[src/inc/cctl_pkg.sv]
/*
 Constants, command encodings and carrier types for the five-channel
 counter control and command block.
 Assumes a host that writes command bytes and mode words on one clock.
*/
package cctl_pkg;
    localparam int NCNT = 5;
    localparam int CW = 16;
    // Mode word fields
    localparam int MF_FMT = 3;
    localparam int MF_DIR = 4;
    localparam int MF_REP = 5;
    localparam int MF_RLD = 6;
    localparam int MF_RTG = 7;
    localparam int MF_SRC_LO = 8;
    localparam int MF_GATE_LO = 13;
    localparam logic [15:0] MODE_RESET = 16'h0000;
    // Command groups
    localparam logic [2:0] OP_ARM = 3'h1;
    localparam logic [2:0] OP_LOAD = 3'h2;
    localparam logic [2:0] OP_LDARM = 3'h3;
    localparam logic [2:0] OP_DISSAVE = 3'h4;
    localparam logic [2:0] OP_SAVE = 3'h5;
    localparam logic [2:0] OP_DISARM = 3'h6;
    localparam logic [2:0] OP_EXT = 3'h7;
    localparam logic [1:0] SUB_CLR = 2'h0;
    localparam logic [1:0] SUB_SET = 2'h1;
    localparam logic [1:0] SUB_STEP = 2'h2;
    localparam logic [2:0] N_MIN = 3'h1;
    localparam logic [2:0] N_MAX = 3'h5;
    localparam logic [7:0] CMD_PTR_CLR = 8'hE0;
    localparam logic [7:0] CMD_FG_CLR = 8'hE6;
    localparam logic [7:0] CMD_BW_CLR = 8'hE7;
    localparam logic [7:0] CMD_PTR_SET = 8'hE8;
    localparam logic [7:0] CMD_FG_SET = 8'hEE;
    localparam logic [7:0] CMD_BW_SET = 8'hEF;
    localparam logic [7:0] CMD_PF_EN = 8'hF8;
    localparam logic [7:0] CMD_PF_DIS = 8'hF9;
    localparam logic [7:0] CMD_MRESET = 8'hFF;
    // Gating field codes
    localparam logic [2:0] G_NONE = 3'h0;
    localparam logic [2:0] G_TCPREV = 3'h1;
    localparam logic [2:0] G_HI_NEXT = 3'h2;
    localparam logic [2:0] G_HI_PREV = 3'h3;
    localparam logic [2:0] G_HI = 3'h4;
    localparam logic [2:0] G_LO = 3'h5;
    localparam logic [2:0] G_RISE = 3'h6;
    localparam logic [2:0] G_FALL = 3'h7;
    localparam logic [15:0] BCD_MAXV = 16'h9999;
    localparam logic [15:0] BIN_MAXV = 16'hFFFF;
    typedef struct packed {
        logic [2:0] gating;
        logic [4:0] source;
        logic retrig;
        logic reload_hold;
        logic repeat_on;
        logic count_up;
        logic bcd;
        logic [2:0] out_ctl;
    } cctl_mode_t;
    typedef struct packed {
        logic comp_two;
        logic comp_one;
        logic [4:0] outs;
        logic byte_ptr;
    } cctl_status_t;
endpackage

[src/hdl/cctl_core.sv]
/*
 Counter control and command logic of a five-channel 16-bit counter.
 Assumes source, gate and comparator pins are asynchronous; command and
 register writes are single-cycle strobes from logic on clk.
*/
`timescale 1ns/1ps
module cctl_core
    import cctl_pkg::*;
#(
    parameter int NSRC = 16
) (
    input wire logic clk, // 10 MHz clock
    input wire logic resetn, // Async reset, active low
    input wire logic cmd_wr, // Command byte strobe
    input wire logic [7:0] cmd_data, // Command byte
    input wire logic mode_wr, // Mode word write strobe
    input wire logic load_wr, // Load register write strobe
    input wire logic hold_wr, // Hold register write strobe
    input wire logic [2:0] reg_sel, // Counter index 0..4
    input wire logic [15:0] reg_wdata, // Register write data
    input wire logic [NSRC-1:0] src_pins, // Count source pins
    input wire logic [NCNT-1:0] gate_pins, // Gate pins
    input wire logic [1:0] comp_pins, // Comparator state pins
    input wire logic byte_ptr, // Byte pointer from bus logic
    output logic [7:0] status_q, // Status register
    output logic [NCNT*CW-1:0] count_q, // Counter values
    output logic [NCNT*CW-1:0] hold_q, // Hold register values
    output logic [NCNT-1:0] tc_q, // Terminal count pulses
    output logic [NCNT-1:0] out_q, // Counter toggle outputs
    output logic [NCNT-1:0] armed_q, // Armed flags
    output logic ptr_seq_off_q, // Pointer sequencing disabled
    output logic freq_gate_off_q, // Frequency output gated off
    output logic bus16_q, // 16-bit bus mode
    output logic prefetch_q // Write prefetch enabled
);
    // ==========================================================
    // Input synchronisers and edges
    logic [NSRC-1:0] src_m, src_s, src_p;
    logic [NCNT-1:0] gate_m, gate_s, gate_p;
    logic [1:0] comp_m, comp_s;
    always_ff @(posedge clk or negedge resetn) begin
        if (!resetn) begin
            src_m <= '0;
            src_s <= '0;
            src_p <= '0;
            gate_m <= '0;
            gate_s <= '0;
            gate_p <= '0;
            comp_m <= '0;
            comp_s <= '0;
        end else begin
            src_m <= src_pins;
            src_s <= src_m;
            src_p <= src_s;
            gate_m <= gate_pins;
            gate_s <= gate_m;
            gate_p <= gate_s;
            comp_m <= comp_pins;
            comp_s <= comp_m;
        end
    end
    wire logic [NSRC-1:0] src_edge = src_s & ~src_p;
    wire logic [NCNT-1:0] gate_rise = gate_s & ~gate_p;
    wire logic [NCNT-1:0] gate_fall = ~gate_s & gate_p;

    // ==========================================================
    // Command decode
    wire logic [2:0] op = cmd_data[7:5];
    wire logic [1:0] sub = cmd_data[4:3];
    wire logic [2:0] ncode = cmd_data[2:0];
    wire logic mreset = cmd_wr && (cmd_data == CMD_MRESET);
    wire logic n_ok = (ncode >= N_MIN) && (ncode <= N_MAX);
    logic [NCNT-1:0] n_hot;
    always_comb begin
        n_hot = '0;
        if (n_ok) begin
            n_hot[ncode - N_MIN] = 1'b1;
        end
    end
    wire logic ext_cmd = cmd_wr && (op == OP_EXT);
    wire logic [NCNT-1:0] sel = cmd_data[NCNT-1:0];
    wire logic [NCNT-1:0] c_arm = (cmd_wr && (op == OP_ARM || op == OP_LDARM)) ? sel : '0;
    wire logic [NCNT-1:0] c_load = (cmd_wr && (op == OP_LOAD || op == OP_LDARM)) ? sel : '0;
    wire logic [NCNT-1:0] c_save = (cmd_wr && (op == OP_SAVE || op == OP_DISSAVE)) ? sel : '0;
    wire logic [NCNT-1:0] c_dis = (cmd_wr && (op == OP_DISARM || op == OP_DISSAVE)) ? sel : '0;
    wire logic [NCNT-1:0] c_tclr = (ext_cmd && sub == SUB_CLR) ? n_hot : '0;
    wire logic [NCNT-1:0] c_tset = (ext_cmd && sub == SUB_SET) ? n_hot : '0;
    wire logic [NCNT-1:0] c_step = (ext_cmd && sub == SUB_STEP) ? n_hot : '0;

    // ==========================================================
    // Device-level control bits
    always_ff @(posedge clk or negedge resetn) begin
        if (!resetn) begin
            ptr_seq_off_q <= 1'b0;
            freq_gate_off_q <= 1'b0;
            bus16_q <= 1'b0;
            prefetch_q <= 1'b0;
        end else if (mreset) begin
            ptr_seq_off_q <= 1'b0;
            freq_gate_off_q <= 1'b0;
            bus16_q <= 1'b0;
            prefetch_q <= 1'b0;
        end else if (cmd_wr) begin
            if (cmd_data == CMD_PTR_CLR) ptr_seq_off_q <= 1'b0;
            if (cmd_data == CMD_PTR_SET) ptr_seq_off_q <= 1'b1;
            if (cmd_data == CMD_FG_CLR) freq_gate_off_q <= 1'b0;
            if (cmd_data == CMD_FG_SET) freq_gate_off_q <= 1'b1;
            if (cmd_data == CMD_BW_CLR) bus16_q <= 1'b0;
            if (cmd_data == CMD_BW_SET) bus16_q <= 1'b1;
            if (cmd_data == CMD_PF_EN) prefetch_q <= 1'b1;
            if (cmd_data == CMD_PF_DIS) prefetch_q <= 1'b0;
        end
    end

    // ==========================================================
    // Status register
    // status layout
    always_ff @(posedge clk or negedge resetn) begin
        if (!resetn) begin
            status_q <= '0;
        end else begin
            status_q <= {comp_s[1], comp_s[0], out_q, byte_ptr};
        end
    end

    // ==========================================================
    // BCD / binary step function
    function automatic logic [15:0] step_val(input logic [15:0] v, input logic up,
                                             input logic bcd);
        logic [15:0] r;
        logic carry;
        r = v;
        carry = 1'b1;
        if (!bcd) begin
            r = up ? v + 16'h0001 : v - 16'h0001;
        end else begin
            for (int d = 0; d < 4; d++) begin
                if (carry) begin
                    if (up) begin
                        carry = (v[d*4 +: 4] == 4'h9);
                        r[d*4 +: 4] = carry ? 4'h0 : v[d*4 +: 4] + 4'h1;
                    end else begin
                        carry = (v[d*4 +: 4] == 4'h0);
                        r[d*4 +: 4] = carry ? 4'h9 : v[d*4 +: 4] - 4'h1;
                    end
                end
            end
        end
        return r;
    endfunction

    // ==========================================================
    // Per-counter logic
    genvar i;
    generate
        for (i = 0; i < NCNT; i++) begin : g_cnt
            cctl_mode_t mode_q;
            logic [CW-1:0] load_q, cnt, hld;
            logic alt_q, run_q;
            wire logic [2:0] gm = mode_q.gating;
            // source field picks one synchronised input
            wire logic src_hit = src_edge[mode_q.source[3:0]];
            wire logic own_g = gate_s[i];
            wire logic nxt_g = gate_s[(i + 1) % NCNT];
            wire logic prv_g = gate_s[(i + NCNT - 1) % NCNT];
            wire logic prv_tc = tc_q[(i + NCNT - 1) % NCNT];
            logic g_level, g_edge, may_count;
            // modes arise from control bits plus this gating field
            always_comb begin
                g_level = 1'b1;
                g_edge = 1'b0;
                unique case (gm)
                    G_NONE: g_level = 1'b1;
                    G_TCPREV: g_level = prv_tc;
                    G_HI_NEXT: g_level = nxt_g;
                    G_HI_PREV: g_level = prv_g;
                    G_HI: g_level = own_g;
                    G_LO: g_level = ~own_g;
                    G_RISE: g_edge = gate_rise[i];
                    G_FALL: g_edge = gate_fall[i];
                endcase
            end
            wire logic edge_mode = (gm == G_RISE) || (gm == G_FALL);
            wire logic retrig = (gm != G_NONE) && mode_q.retrig && g_edge;
            // ungated, level gate suspends, edge start
            always_comb begin
                may_count = armed_q[i] && src_hit;
                if (edge_mode) may_count = may_count && run_q;
                else may_count = may_count && g_level;
            end
            wire logic [CW-1:0] maxv = mode_q.bcd ? BCD_MAXV : BIN_MAXV;
            wire logic at_end = mode_q.count_up ? (cnt == maxv) : (cnt == 16'h0001);
            wire logic hit_tc = (may_count || c_step[i]) && at_end;
            // reload source selection, gate level choice
            logic use_hold;
            always_comb begin
                use_hold = 1'b0;
                if (mode_q.reload_hold) begin
                    if (gm == G_NONE && mode_q.retrig) use_hold = ~own_g;
                    // After a Load transfer the next reload comes from Hold
                    else if (gm == G_NONE || edge_mode) use_hold = ~alt_q;
                    else use_hold = ~g_level;
                end
            end
            wire logic [CW-1:0] reload = use_hold ? hld : load_q;
            always_ff @(posedge clk or negedge resetn) begin
                if (!resetn) begin
                    mode_q <= MODE_RESET;
                    load_q <= '0;
                end else if (mreset) begin
                    mode_q <= MODE_RESET;
                    load_q <= '0;
                end else begin
                    // host writes mode only while disarmed
                    if (mode_wr && reg_sel == 3'(i)) mode_q <= reg_wdata;
                    if (load_wr && reg_sel == 3'(i)) load_q <= reg_wdata;
                end
            end
            always_ff @(posedge clk or negedge resetn) begin
                if (!resetn) begin
                    cnt <= '0;
                    hld <= '0;
                    alt_q <= 1'b0;
                    run_q <= 1'b0;
                    armed_q[i] <= 1'b0;
                    tc_q[i] <= 1'b0;
                    out_q[i] <= 1'b0;
                end else if (mreset) begin
                    cnt <= '0;
                    hld <= '0;
                    alt_q <= 1'b0;
                    run_q <= 1'b0;
                    armed_q[i] <= 1'b0;
                    tc_q[i] <= 1'b0;
                    out_q[i] <= 1'b0;
                end else begin
                    tc_q[i] <= hit_tc;
                    if (hold_wr && reg_sel == 3'(i)) hld <= reg_wdata;
                    if (c_save[i]) hld <= cnt;
                    if (retrig && armed_q[i]) begin
                        hld <= cnt;
                        cnt <= load_q;
                        alt_q <= 1'b0;
                    end else if (hit_tc) begin
                        cnt <= reload;
                        alt_q <= ~alt_q;
                    end else if (may_count || c_step[i]) begin
                        cnt <= step_val(cnt, mode_q.count_up, mode_q.bcd);
                    end
                    if (c_load[i]) begin
                        cnt <= load_q;
                        alt_q <= 1'b0;
                    end
                    // edge modes start counting on the gate edge, with or without retrigger
                    if (edge_mode && g_edge) run_q <= 1'b1;
                    if (c_arm[i]) armed_q[i] <= 1'b1;
                    if (hit_tc && !mode_q.repeat_on) begin
                        armed_q[i] <= 1'b0;
                        run_q <= 1'b0;
                    end
                    if (c_dis[i]) begin
                        armed_q[i] <= 1'b0;
                        run_q <= 1'b0;
                    end
                    if (hit_tc) out_q[i] <= ~out_q[i];
                    if (c_tclr[i]) out_q[i] <= 1'b0;
                    if (c_tset[i]) out_q[i] <= 1'b1;
                end
            end
            assign count_q[i*CW +: CW] = cnt;
            assign hold_q[i*CW +: CW] = hld;
        end
    endgenerate
endmodule // cctl_core

[config.mk]
export PLATFORM = sky130hd
export DESIGN_NAME = cctl_core
export DESIGN_NICKNAME = d
export VERILOG_FILES = /design/src/inc/cctl_pkg.sv /design/src/hdl/cctl_core.sv
export SDC_FILE = /design/constraint.sdc
export NUM_CORES = 1
export LEC_CHECK = 0
export BUFFER_PORTS_ARGS = -buffer_cell sky130_fd_sc_hd__buf_2
export CORE_MARGIN = 4
export CORE_UTILIZATION = 35
export DETAILED_ROUTE_END_ITERATION = 8
export MAX_ROUTING_LAYER = met4
export PLACE_DENSITY = 0.49
export SLEW_MARGIN = 0
export SYNTH_ARGS = -nofsm -noshare
export SYNTH_HDL_FRONTEND = slang
export SYNTH_SLANG_ARGS = --single-unit
[constraint.sdc]
create_clock -name clk -period 4.05 [get_ports clk]
set_input_delay 0.81 -clock clk [delete_from_list [all_inputs] [get_ports clk]]
set_output_delay 0.81 -clock clk [all_outputs]
set_load 0.03 [all_outputs]
After elaboration in Yosys (flattened, before gate mapping)
Cells that the tools add are included.
{"block": "classes", "addsub": 51, "order_cmp": 9, "n_eq_ne": 102, "mux": 416, "n_bitwise": 26, "reduce_logical": 196}
{"op": "16-bit two-way mux", "n": 80}
{"op": "4-bit two-way mux", "n": 75}
{"op": "1-bit two-way mux", "n": 232}
{"op": "4-bit nonzero test", "n": 25}
{"op": "6-bit by 3-bit != test with 1-bit output (second input constant)", "n": 15}
{"op": "16-bit by 1-bit adder with 16-bit output (second input constant)", "n": 5}
{"op": "4-bit by 1-bit adder with 4-bit output (second input constant)", "n": 20}
{"op": "16-bit by 1-bit equality test with 1-bit output (second input constant)", "n": 5}
{"op": "16-bit equality test", "n": 5}
{"op": "4-bit equality test (second input constant)", "n": 20}
{"op": "4-bit logical NOT", "n": 20}
{"op": "16-bit by 1-bit subtractor with 16-bit output (second input constant)", "n": 5}
{"op": "4-bit by 1-bit subtractor with 4-bit output (second input constant)", "n": 20}
{"op": "1-bit logical AND", "n": 76}
{"op": "3-bit equality test (second input constant)", "n": 25}
{"op": "15-bit two-way mux", "n": 5}
{"op": "8-bit equality test (second input constant)", "n": 9}
{"op": "3-bit by 2-bit equality test with 1-bit output (second input constant)", "n": 14}
{"op": "5-bit two-way mux", "n": 8}
{"op": "2-bit AND reduction", "n": 19}
{"op": "3-bit nonzero test", "n": 9}
{"op": "4-bit by 5-bit < comparator with 1-bit output (second input constant)", "n": 5}
{"op": "1-bit case mux with 5 select lines", "n": 5}
{"op": "5-bit nonzero test", "n": 5}
{"op": "20 further kinds", "n": 93}
{"block": "word_totals", "register_bits": 404, "inputBits": 57, "output_inout_bits": 187, "elab_cells": 903}

Logic depth before layout (Yosys ltp)
Gate-level depths: netlist of the first run.
{"block": "depth", "ltp_word": 31, "depth_mapped": 13, "mapped_depth_nobuf": 10}

Worst setup path after synthesis of the first run
No wires, ideal clock.
{"block": "synth_timing", "path_kind": "input -> register", "startpoint": "input port cmd_data[0]", "endpoint": "register g_cnt[2].cnt[10]", "setup_time_ps": 122, "arrival_ps": 3246, "t_required_ps": 3928, "path_slack_ps": 681, "stages": 11, "path_buffers": 2, "cell_sequence": "clkbuf_1 > inv_1 > ha_1 > or2_1 > a211o_1 > or2_2 > a221o_1 > buf_6 > or3_1 > a21oi_1 > o21ai_1"}
{"block": "synth_between", "elab_chain_len": 13, "word_cells_on_any_way": 22, "cone_classes": "add/sub: 1; order compare: 4; eq/ne: 2; mux: 8; reduce/logical: 7"}
{"item": "start: declaration", "line_no": "cctl_core.sv:15", "source": "input wire logic [7:0] cmd_data,"}
{"item": "3-bit by 1-bit subtractor with 3-bit output", "line_no": "cctl_core.sv:77", "source": "n_hot[ncode - N_MIN] = 1'b1;"}
{"item": "3-bit by 4-bit < comparator with 1-bit output (implied by the code) or 3-bit by 1-bit greater-or-equal comparator with 1-bit output (tied branches)", "line_no": "cctl_core.sv:77"}
{"item": "1-bit logical AND (implied by the code)", "line_no": "cctl_core.sv:77"}
{"item": "1-bit two-way mux (implied by the code)", "line_no": "cctl_core.sv:77"}
{"item": "1-bit demux with 3-bit select", "line_no": "cctl_core.sv:77"}
{"item": "5-bit two-way mux", "line_no": "cctl_core.sv:76", "source": "if (n_ok) begin"}
{"item": "5-bit two-way mux", "line_no": "cctl_core.sv:88", "source": "wire logic [NCNT-1:0] c_step = (ext_cmd && sub == SUB_STEP) ? n_hot : '0;"}
{"item": "1-bit logical OR", "line_no": "cctl_core.sv:193, cctl_core.sv:247"}
{"item": "1-bit logical AND", "line_no": "cctl_core.sv:193", "source": "wire logic hit_tc = (may_count || c_step[i]) && at_end;"}
{"item": "16-bit two-way mux", "line_no": "cctl_core.sv:244", "source": "end else if (hit_tc) begin"}
{"item": "16-bit two-way mux", "line_no": "cctl_core.sv:240", "source": "if (retrig && armed_q[i]) begin"}
{"item": "16-bit two-way mux", "line_no": "cctl_core.sv:250", "source": "if (c_load[i]) begin"}
{"item": "16-bit two-way mux", "line_no": "cctl_core.sv:228", "source": "end else if (mreset) begin"}
{"item": "end signal: assignment", "line_no": "cctl_core.sv:242", "source": "cnt <= load_q;"}
{"item": "end signal: assignment", "line_no": "cctl_core.sv:245", "source": "cnt <= reload;"}
{"item": "end signal: assignment", "line_no": "cctl_core.sv:251", "source": "cnt <= load_q;"}
{"item": "end: declaration", "line_no": "cctl_core.sv:158", "source": "logic [CW-1:0] load_q, cnt, hld;"}
Parallel ways exist; a longest one is shown, timed or not.
A chain may end at the register's enable or synchronous reset.

Worst setup path after layout of the first run
{"block": "layout_timing", "startpoint": "register src_p[13]", "endpoint": "register g_cnt[4].cnt[11]"}
{"block": "layout_between", "elab_chain_len": 13, "word_cells_on_any_way": 17, "cone_classes": "eq/ne: 1; mux: 7; bitwise: 2; reduce/logical: 7"}
{"item": "start: declaration", "line_no": "cctl_core.sv:38", "source": "logic [NSRC-1:0] src_m, src_s, src_p;"}
{"item": "start signal: assignment", "line_no": "cctl_core.sv:54", "source": "src_p <= src_s;"}
{"item": "16-bit inverter *", "line_no": "cctl_core.sv:62", "source": "wire logic [NSRC-1:0] src_edge = src_s & ~src_p;"}
{"item": "16-bit AND *", "line_no": "cctl_core.sv:62"}
{"item": "1-bit binary-select mux with 4-bit select *", "line_no": "cctl_core.sv:162", "source": "wire logic src_hit = src_edge[mode_q.source[3:0]];"}
{"item": "1-bit two-way mux (implied by the code) *", "line_no": "cctl_core.sv:162"}
{"item": "1-bit logical AND *", "line_no": "cctl_core.sv:187", "source": "may_count = armed_q[i] && src_hit;"}
{"item": "1-bit logical AND (on tied branches)", "line_no": "cctl_core.sv:189, cctl_core.sv:188"}
{"item": "1-bit two-way mux *", "line_no": "cctl_core.sv:188", "source": "if (edge_mode) may_count = may_count && run_q;"}
{"item": "1-bit logical OR *", "line_no": "cctl_core.sv:193, cctl_core.sv:247"}
{"item": "1-bit logical AND", "line_no": "cctl_core.sv:193"}
{"item": "16-bit two-way mux", "line_no": "cctl_core.sv:244"}
{"item": "16-bit two-way mux", "line_no": "cctl_core.sv:240"}
{"item": "16-bit two-way mux", "line_no": "cctl_core.sv:250"}
{"item": "16-bit two-way mux", "line_no": "cctl_core.sv:228"}
{"item": "end signal: assignment", "line_no": "cctl_core.sv:242"}
{"item": "end signal: assignment", "line_no": "cctl_core.sv:245"}
{"item": "end signal: assignment", "line_no": "cctl_core.sv:251"}
{"item": "end: declaration", "line_no": "cctl_core.sv:158"}
Mark *: on every way between the ends. The rest lies on a longest branch, timed or not. The select of a mux whose other input is x is not followed.

==> qor.txt, run 1 <==
Residual DRC -> 0
maximum VDD drop -> 0.280 mV
IO Port Bufs -> 243
pin count of the biggest net entering global routing -> 104
final core occ -> 40.9%
Main synth FF type -> dfrtp_1
FP Rows -> 100
DRT Pass-1 Iters -> 5
clk slew on worst S/H paths -> 0.07 ns
setup ws final -> 0.586 ns
die area -> 80400 um2
wire length on met2 -> 48800 um
H-tree depth -> 2
Seq/Total Area, Yosys -> 38.1%
Top delay family on crit path -> simple AND/OR/NAND/NOR gates
fin. max-slew vios -> 0
R2R depth -> 9
initial antenna violation count -> 16
Vias -> 26300
CP Launch Type -> flip-flop
Yosys warning total -> 0
critical path's slowest cell -> mux4_2
crit path cell chain -> nand2b_1 > mux4_2 > and3_1 > or4_4 > o21ai_2 > nand2_1 > buf_4 > or3_1 > a32o_1
Setup TNS -> 0 ns
Clock Latency Late Sink -> 0.60 ns
CTS max path bufs -> 3
Die Ht -> 283 um
Achievable Freq -> 289 MHz
area of placed instances -> 28900 um2
final hold violation count -> 0
Final Power -> 20.8 mW
Setup WS pre-CTS -> 0.307 ns
met1 wire length -> 51000 um
final cycle utilization of the critical path -> 85.5%
CTS root buffer -> clkbuf_16
Setup Viol. Count Final -> 0
Setup Skew -> 0.0268 ns
FF-to-FF End -> g_cnt[4].cnt[11]$_DFFE_PN0P_
Cell Pwr Density -> 680 nW/um2
per-cell routed wire length -> 25.0 um
final instance area -> 30600 um2
type of the worst setup path -> reg2reg
placed insts -> 4318
Syn-to-layout area delta -> 15.3%
vias per cell -> 5.96
CTS Hold Buffers Added -> 0
Layout Nets -> 3527
WP data arrival -> 3.96 ns
post-cts resize count -> 0
Max-slew headroom -> 21.5%
Highest Signal Layer -> met4
Bufs and invs on worst path -> 1
Async SR Flop Fraction -> 100%
Initial Util -> 35.5%
Post-Syn Area per Cell -> 8.18 um2
I/O pin total -> 244
Critical Path Start -> src_p[13]$_DFF_PN0_
number of global-route vias before repair -> 25000
first-pass GRT wire length -> 167000 um
Synth Instances -> 3248
share of layout cells above drive strength 1 -> 14.9%
CP peak stage delay -> 0.49 ns
CORE AREA -> 74800 um2
max-cap violations -> 0
CTS tree -> built
status -> complete, no violations
Routed WL -> 111000 um
Die Width -> 283 um
RePlAce Congestion -> 0.969
Final ANT Viol Nets -> 0
Hold Slack -> 0.260 ns
Post-DP HPWL -> 78500 um
met3 routed WL -> 8760 um
R2R Path Start -> src_p[13]$_DFF_PN0_
Hold Crit Class -> in2async
Post-CTS Setup Inserts -> 0
Mapped Area -> 26600 um2
Post-synth EDFFs -> 0
Seq cells post-synth -> 404
static leakage -> 13.0 nW
Netlist cell types -> 101
overall routing resource usage -> 27.3%
Overflow after GRT -> 0
Sink Count -> 404
Worst Path Required -> 4.54 ns
CP Max Fanout -> 11
unrepaired setup endpoints after global routing -> no
Inserted Clock Buffers -> 50
syn nets -> 3374
Initial DRC Count -> 3018
fin cells -> 4423
Slew @ Worst Pin -> 1.17 ns
Setup crit end kind -> flip-flop
Reg2Reg Setup Slack -> 0.59 ns
Final min period -> 3.46 ns
==> cell families (layout without fill, tap and decap cells) <==
family          count (synthesis)  count (layout)  synth area share, %
fa+ha+maj                      69              69                 3.25
mux                           123             123                 5.11
xor+xnor                       77              77                 2.54
simple gates                 1305            1305                 23.4
compound gates                915             915                 22.3
flops                         404             404                 38.1
other cells                     0              12                    0
buf+inv                       355             549                 5.29
==> synthesized netlist by cell type, drive strengths merged, types with 17 or more instances <==
| library cell | n | area share, % |
|---|---|---|
| buf | 58 | 1.1 |
| or2 | 21 | 0.49 |
| o31ai | 26 | 0.81 |
| a211oi | 90 | 2.5 |
| nor2 | 277 | 3.9 |
| nor4 | 33 | 0.78 |
| inv | 98 | 1.4 |
| and2 | 22 | 0.52 |
| nor2b | 29 | 0.68 |
| o22ai | 40 | 0.97 |
| o32ai | 17 | 0.56 |
| a21oi | 283 | 5.3 |
| nand2 | 499 | 7.1 |
| xnor2 | 61 | 2.0 |
| ha | 69 | 3.3 |
| a21o | 18 | 0.51 |
| and3 | 34 | 0.80 |
| nand3 | 86 | 1.6 |
| o211ai | 37 | 1.0 |
| nand2b | 48 | 1.1 |
| dfrtp | 404 | 38 |
| nor3 | 96 | 1.8 |
| o21ai | 179 | 3.4 |
| nand3b | 20 | 0.57 |
| clkbuf | 198 | 2.8 |
| mux2i | 104 | 3.9 |
| a31oi | 36 | 0.85 |
| or3 | 22 | 0.52 |
| nand4 | 40 | 0.94 |
==> worst reg2reg max path, cell delays in order, from the launching register on <==
cell and delay [ns]:
dfrtp_1 0.36, nand2b_1 0.22, mux4_2 0.49, and3_1 0.19, or4_4 0.46, o21ai_2 0.47
nand2_1 0.34, buf_4 0.26, or3_1 0.34, a32o_1 0.25
==> layer usage <==
metal  track usage [%]  vias up
li1                  -    12100
met2              40.8     1106
met5                 -        -
met4              5.24        0
met3              4.26      143
met1              39.3    13000
==> layout by cell type (no fill, tap or decap), drive strengths merged, types with 86 or more instances in the layout <==
cell type,netlist,routed
nor2,277,277
dfrtp,404,404
buf,58,357
o21ai,179,179
mux2i,104,104
inv,98,105
nand2,499,499
nor3,96,96
a211oi,90,90
a21oi,283,283
nand3,86,86
==> worst max path at each step <==
stage	endpoint	slack (ns)	depth (start not counted)
finish	g_cnt[4].cnt[11]$_DFFE_PN0P_	0.59	9
global route	g_cnt[4].cnt[8]$_DFFE_PN0P_	0.40	7
CTS	g_cnt[4].cnt[11]$_DFFE_PN0P_	0.59	9
detailed placement	g_cnt[2].cnt[5]$_DFFE_PN0P_	0.31	11
global placement	g_cnt[3].cnt[15]$_DFFE_PN0P_	0.42	11
floorplan	g_cnt[2].cnt[10]$_DFFE_PN0P_	0.68	11
==> report_power, final <==
part	internal [mW]	total, mW	leakage (nW)	switching (mW)
Combinational	3.48	9.67	7.19	6.20
Sequential	4.91	6.51	4.95	1.60
Clock	2.71	4.65	0.828	1.94
==> layout make-up <==
cell class              count  area, um2
repair buffers            357       2160
flip-flops and latches    404      10100
clock buffers              70       1450
clock inverters            23        228
well taps                 969       1210
diodes                     12       30.0
fillers                  7580      44200
multi-input cells        2489      15100
inverters                  99        372
==> sequential cells by signal, summed over array words and instances, names as in the netlist <==
signal and cells:
freq_gate_off_q 1, g_cnt.alt_q 5, g_cnt.load_q 80, g_cnt.mode_q 45, g_cnt.cnt 80, g_cnt.prv_tc 5, comp_s 2, gate_m 5
gate_s 5, prefetch_q 1, g_cnt.run_q 5, status_q 8, bus16_q 1, src_s 16, g_cnt.gm 15, comp_m 2
gate_p 5, ptr_seq_off_q 1, out_q 5, src_p 16, g_cnt.hld 80, src_m 16, armed_q 5
Power figures use the tool's default switching activity.
==> inputs of run 2 (changes only) <==
--- a/config.mk
+++ b/config.mk
@@ -6,11 +6,13 @@
 export NUM_CORES = 1
 export LEC_CHECK = 0
 export BUFFER_PORTS_ARGS = -buffer_cell sky130_fd_sc_hd__buf_2
+export CELL_PAD_IN_SITES_DETAIL_PLACEMENT = 1
+export CELL_PAD_IN_SITES_GLOBAL_PLACEMENT = 2
 export CORE_MARGIN = 4
 export CORE_UTILIZATION = 35
 export DETAILED_ROUTE_END_ITERATION = 8
 export MAX_ROUTING_LAYER = met4
-export PLACE_DENSITY = 0.49
+export PLACE_DENSITY = 0.75
 export SLEW_MARGIN = 0
 export SYNTH_ARGS = -nofsm -noshare
 export SYNTH_HDL_FRONTEND = slang
==> qor.txt, run 2 (same netlist as run 1, synthesis figures left out) <==
I/O pin total -> 244
crit path cell chain -> inv_1 > ha_1 > nor3b_1 > and2_1 > nand4_1 > o21a_1 > a21oi_1 > o21ai_0 > mux2_2 > a22o_1
CTS max path bufs -> 3
H-tree depth -> 2
most frequent cells in the layout -> nand2_1, dfrtp_1, a21oi_1, nor2_1, buf_2
Final Power -> 20.9 mW
number of global-route vias before repair -> 27200
commonest non-fill, non-tap cell in the layout -> nand2_1
Bufs and invs on worst path -> 1
share of power burned in registers -> 31.0%
per-cell routed wire length -> 25.9 um
CP Launch Type -> flip-flop
logic gate share of total power -> 47.0%
clk slew on worst S/H paths -> 0.06 ns
Overflow after GRT -> 0
Setup Viol. Count Final -> 0
post-cts resize count -> 0
Post-CTS Setup Inserts -> 0
FP Rows -> 100
Die Ht -> 283 um
maximum VDD drop -> 0.368 mV
Layout Nets -> 3531
critical path's slowest cell -> o21ai_0
Multi-input gate area -> 15100 um2
Reg area -> 10100 um2
CTS root buffer -> clkbuf_16
share of layout cells above drive strength 1 -> 15.3%
Syn-to-layout area delta -> 15.4%
Setup TNS -> 0 ns
FILL cells -> 8953
Max-slew headroom -> 21.5%
CORE AREA -> 74800 um2
Cell Pwr Density -> 682 nW/um2
fin cells -> 4422
first-pass GRT wire length -> 175000 um
final hold violation count -> 0
max-cap violations -> 0
type of the worst setup path -> reg2reg
Psw -> 9.79 mW
Sink Count -> 404
Net Sw Frac -> 46.9%
unrepaired setup endpoints after global routing -> no
Hold Crit Class -> in2async
Regs by FF count -> g_cnt.cnt x80, g_cnt.hld x80, g_cnt.load_q x80
Final min period -> 3.73 ns
initial antenna violation count -> 16
CP peak stage delay -> 0.76 ns
CP Max Fanout -> 14
Int Pwr -> 11.1 mW
Vias -> 26700
overall routing resource usage -> 28.3%
CTS tree -> built
Routed WL -> 115000 um
DRT Pass-1 Iters -> 6
Clock Latency Late Sink -> 0.60 ns
clock network power share -> 22.0%
status -> complete, no violations
Residual DRC -> 0
vias per cell -> 6.04
Worst Path Required -> 4.53 ns
Slew @ Worst Pin -> 1.18 ns
WP data arrival -> 4.21 ns
IO Port Bufs -> 243
Setup Skew -> 0.0226 ns
pin count of the biggest net entering global routing -> 97
fin. max-slew vios -> 0
die area -> 80400 um2
Die Width -> 283 um
Initial DRC Count -> 2103
Achievable Freq -> 268 MHz
Initial Util -> 35.5%
static leakage -> 13.0 nW
final cycle utilization of the critical path -> 92.0%
CTS Hold Buffers Added -> 0
placed insts -> 4324
Top delay family on crit path -> compound AO/OA/AOI/OAI gates
Post-DP HPWL -> 82100 um
Setup crit end kind -> flip-flop
Inserted Clock Buffers -> 48
Final ANT Viol Nets -> 0
RePlAce Congestion -> 0.921
==> run 2: cell count changes in the layout (fill, tap and decap cells not counted), moves of 3 or more <==
cell,change
buf_4,+8
clkbuf_1,-9
diode_2,-4
clkbuf_16,-3
clkinv_2,+4
clkinv_4,+5
clkinvlp_4,+4
inv_6,-5
==> run 2: path summary, 6_finish.rpt <==
kind | from | depth (start not counted) | slack, ns | end
max | g_cnt[1].cnt[9]$_DFFE_PN0P_ | 10 | 0.32 | g_cnt[1].cnt[5]$_DFFE_PN0P_
min | resetn | 1 | 0.25 | status_q[7]$_DFF_PN0_
max reg2reg | g_cnt[1].cnt[9]$_DFFE_PN0P_ | 10 | 0.32 | g_cnt[1].cnt[5]$_DFFE_PN0P_
min reg2reg | src_m[9]$_DFF_PN0_ | 0 | 0.34 | src_s[9]$_DFF_PN0_
max in group asynchronous | resetn | 2 | 2.83 | g_cnt[3].hld[7]$_DFFE_PN0P_
min in group clk | src_pins[2] | 1 | 0.31 | src_m[2]$_DFF_PN0_
==> run 2: stage by stage <==
step | utilization [%] | hold slack [ns] | setup slack, ns | area [um2]
6_report | 41.0 | 0.252 | 0.325 | 30600
3_5_place_dp | 38.7 | 0.336 | 0.114 | 29000
2_1_floorplan | - | 0.331 | 0.681 | 26600
4_1_cts | 40.9 | 0.275 | 0.407 | 30600
5_1_grt | 41.0 | 0.295 | 0.0846 | 30600
3_3_place_gp | 38.7 | 0.333 | 0.267 | 29000
==> run 2: cell type report <==
type | count | area share [%]
repair buffers | 363 | 7.10
inverters | 99 | 1.21
clock inverters | 33 | 1.12
clock buffers | 57 | 4.33
well taps | 969 | 3.96
flip-flops and latches | 404 | 33.0
multi-input cells | 2489 | 49.2
diodes | 8 | 0.0653
==> run 2: routing by layer <==
metal / GRT usage (%) / vias up / part of all wire, %
met5: - / - / 0
met4: 6.71 / 0 / 2.2
met3: 3.65 / 169 / 5.5
met2: 43.9 / 835 / 46
met1: 39.5 / 13700 / 46
li1: - / 12000 / -
==> run 2: power groups by stage <==
stage               Combinational (mW)  Clock, mW  Sequential, mW
floorplan                         5.84          0            6.82
global placement                  9.44          0            6.48
detailed placement                9.69          0            6.52
CTS                               9.75       4.69            6.45
global route                      10.7       4.86            6.60
finish                            9.81       4.60            6.48
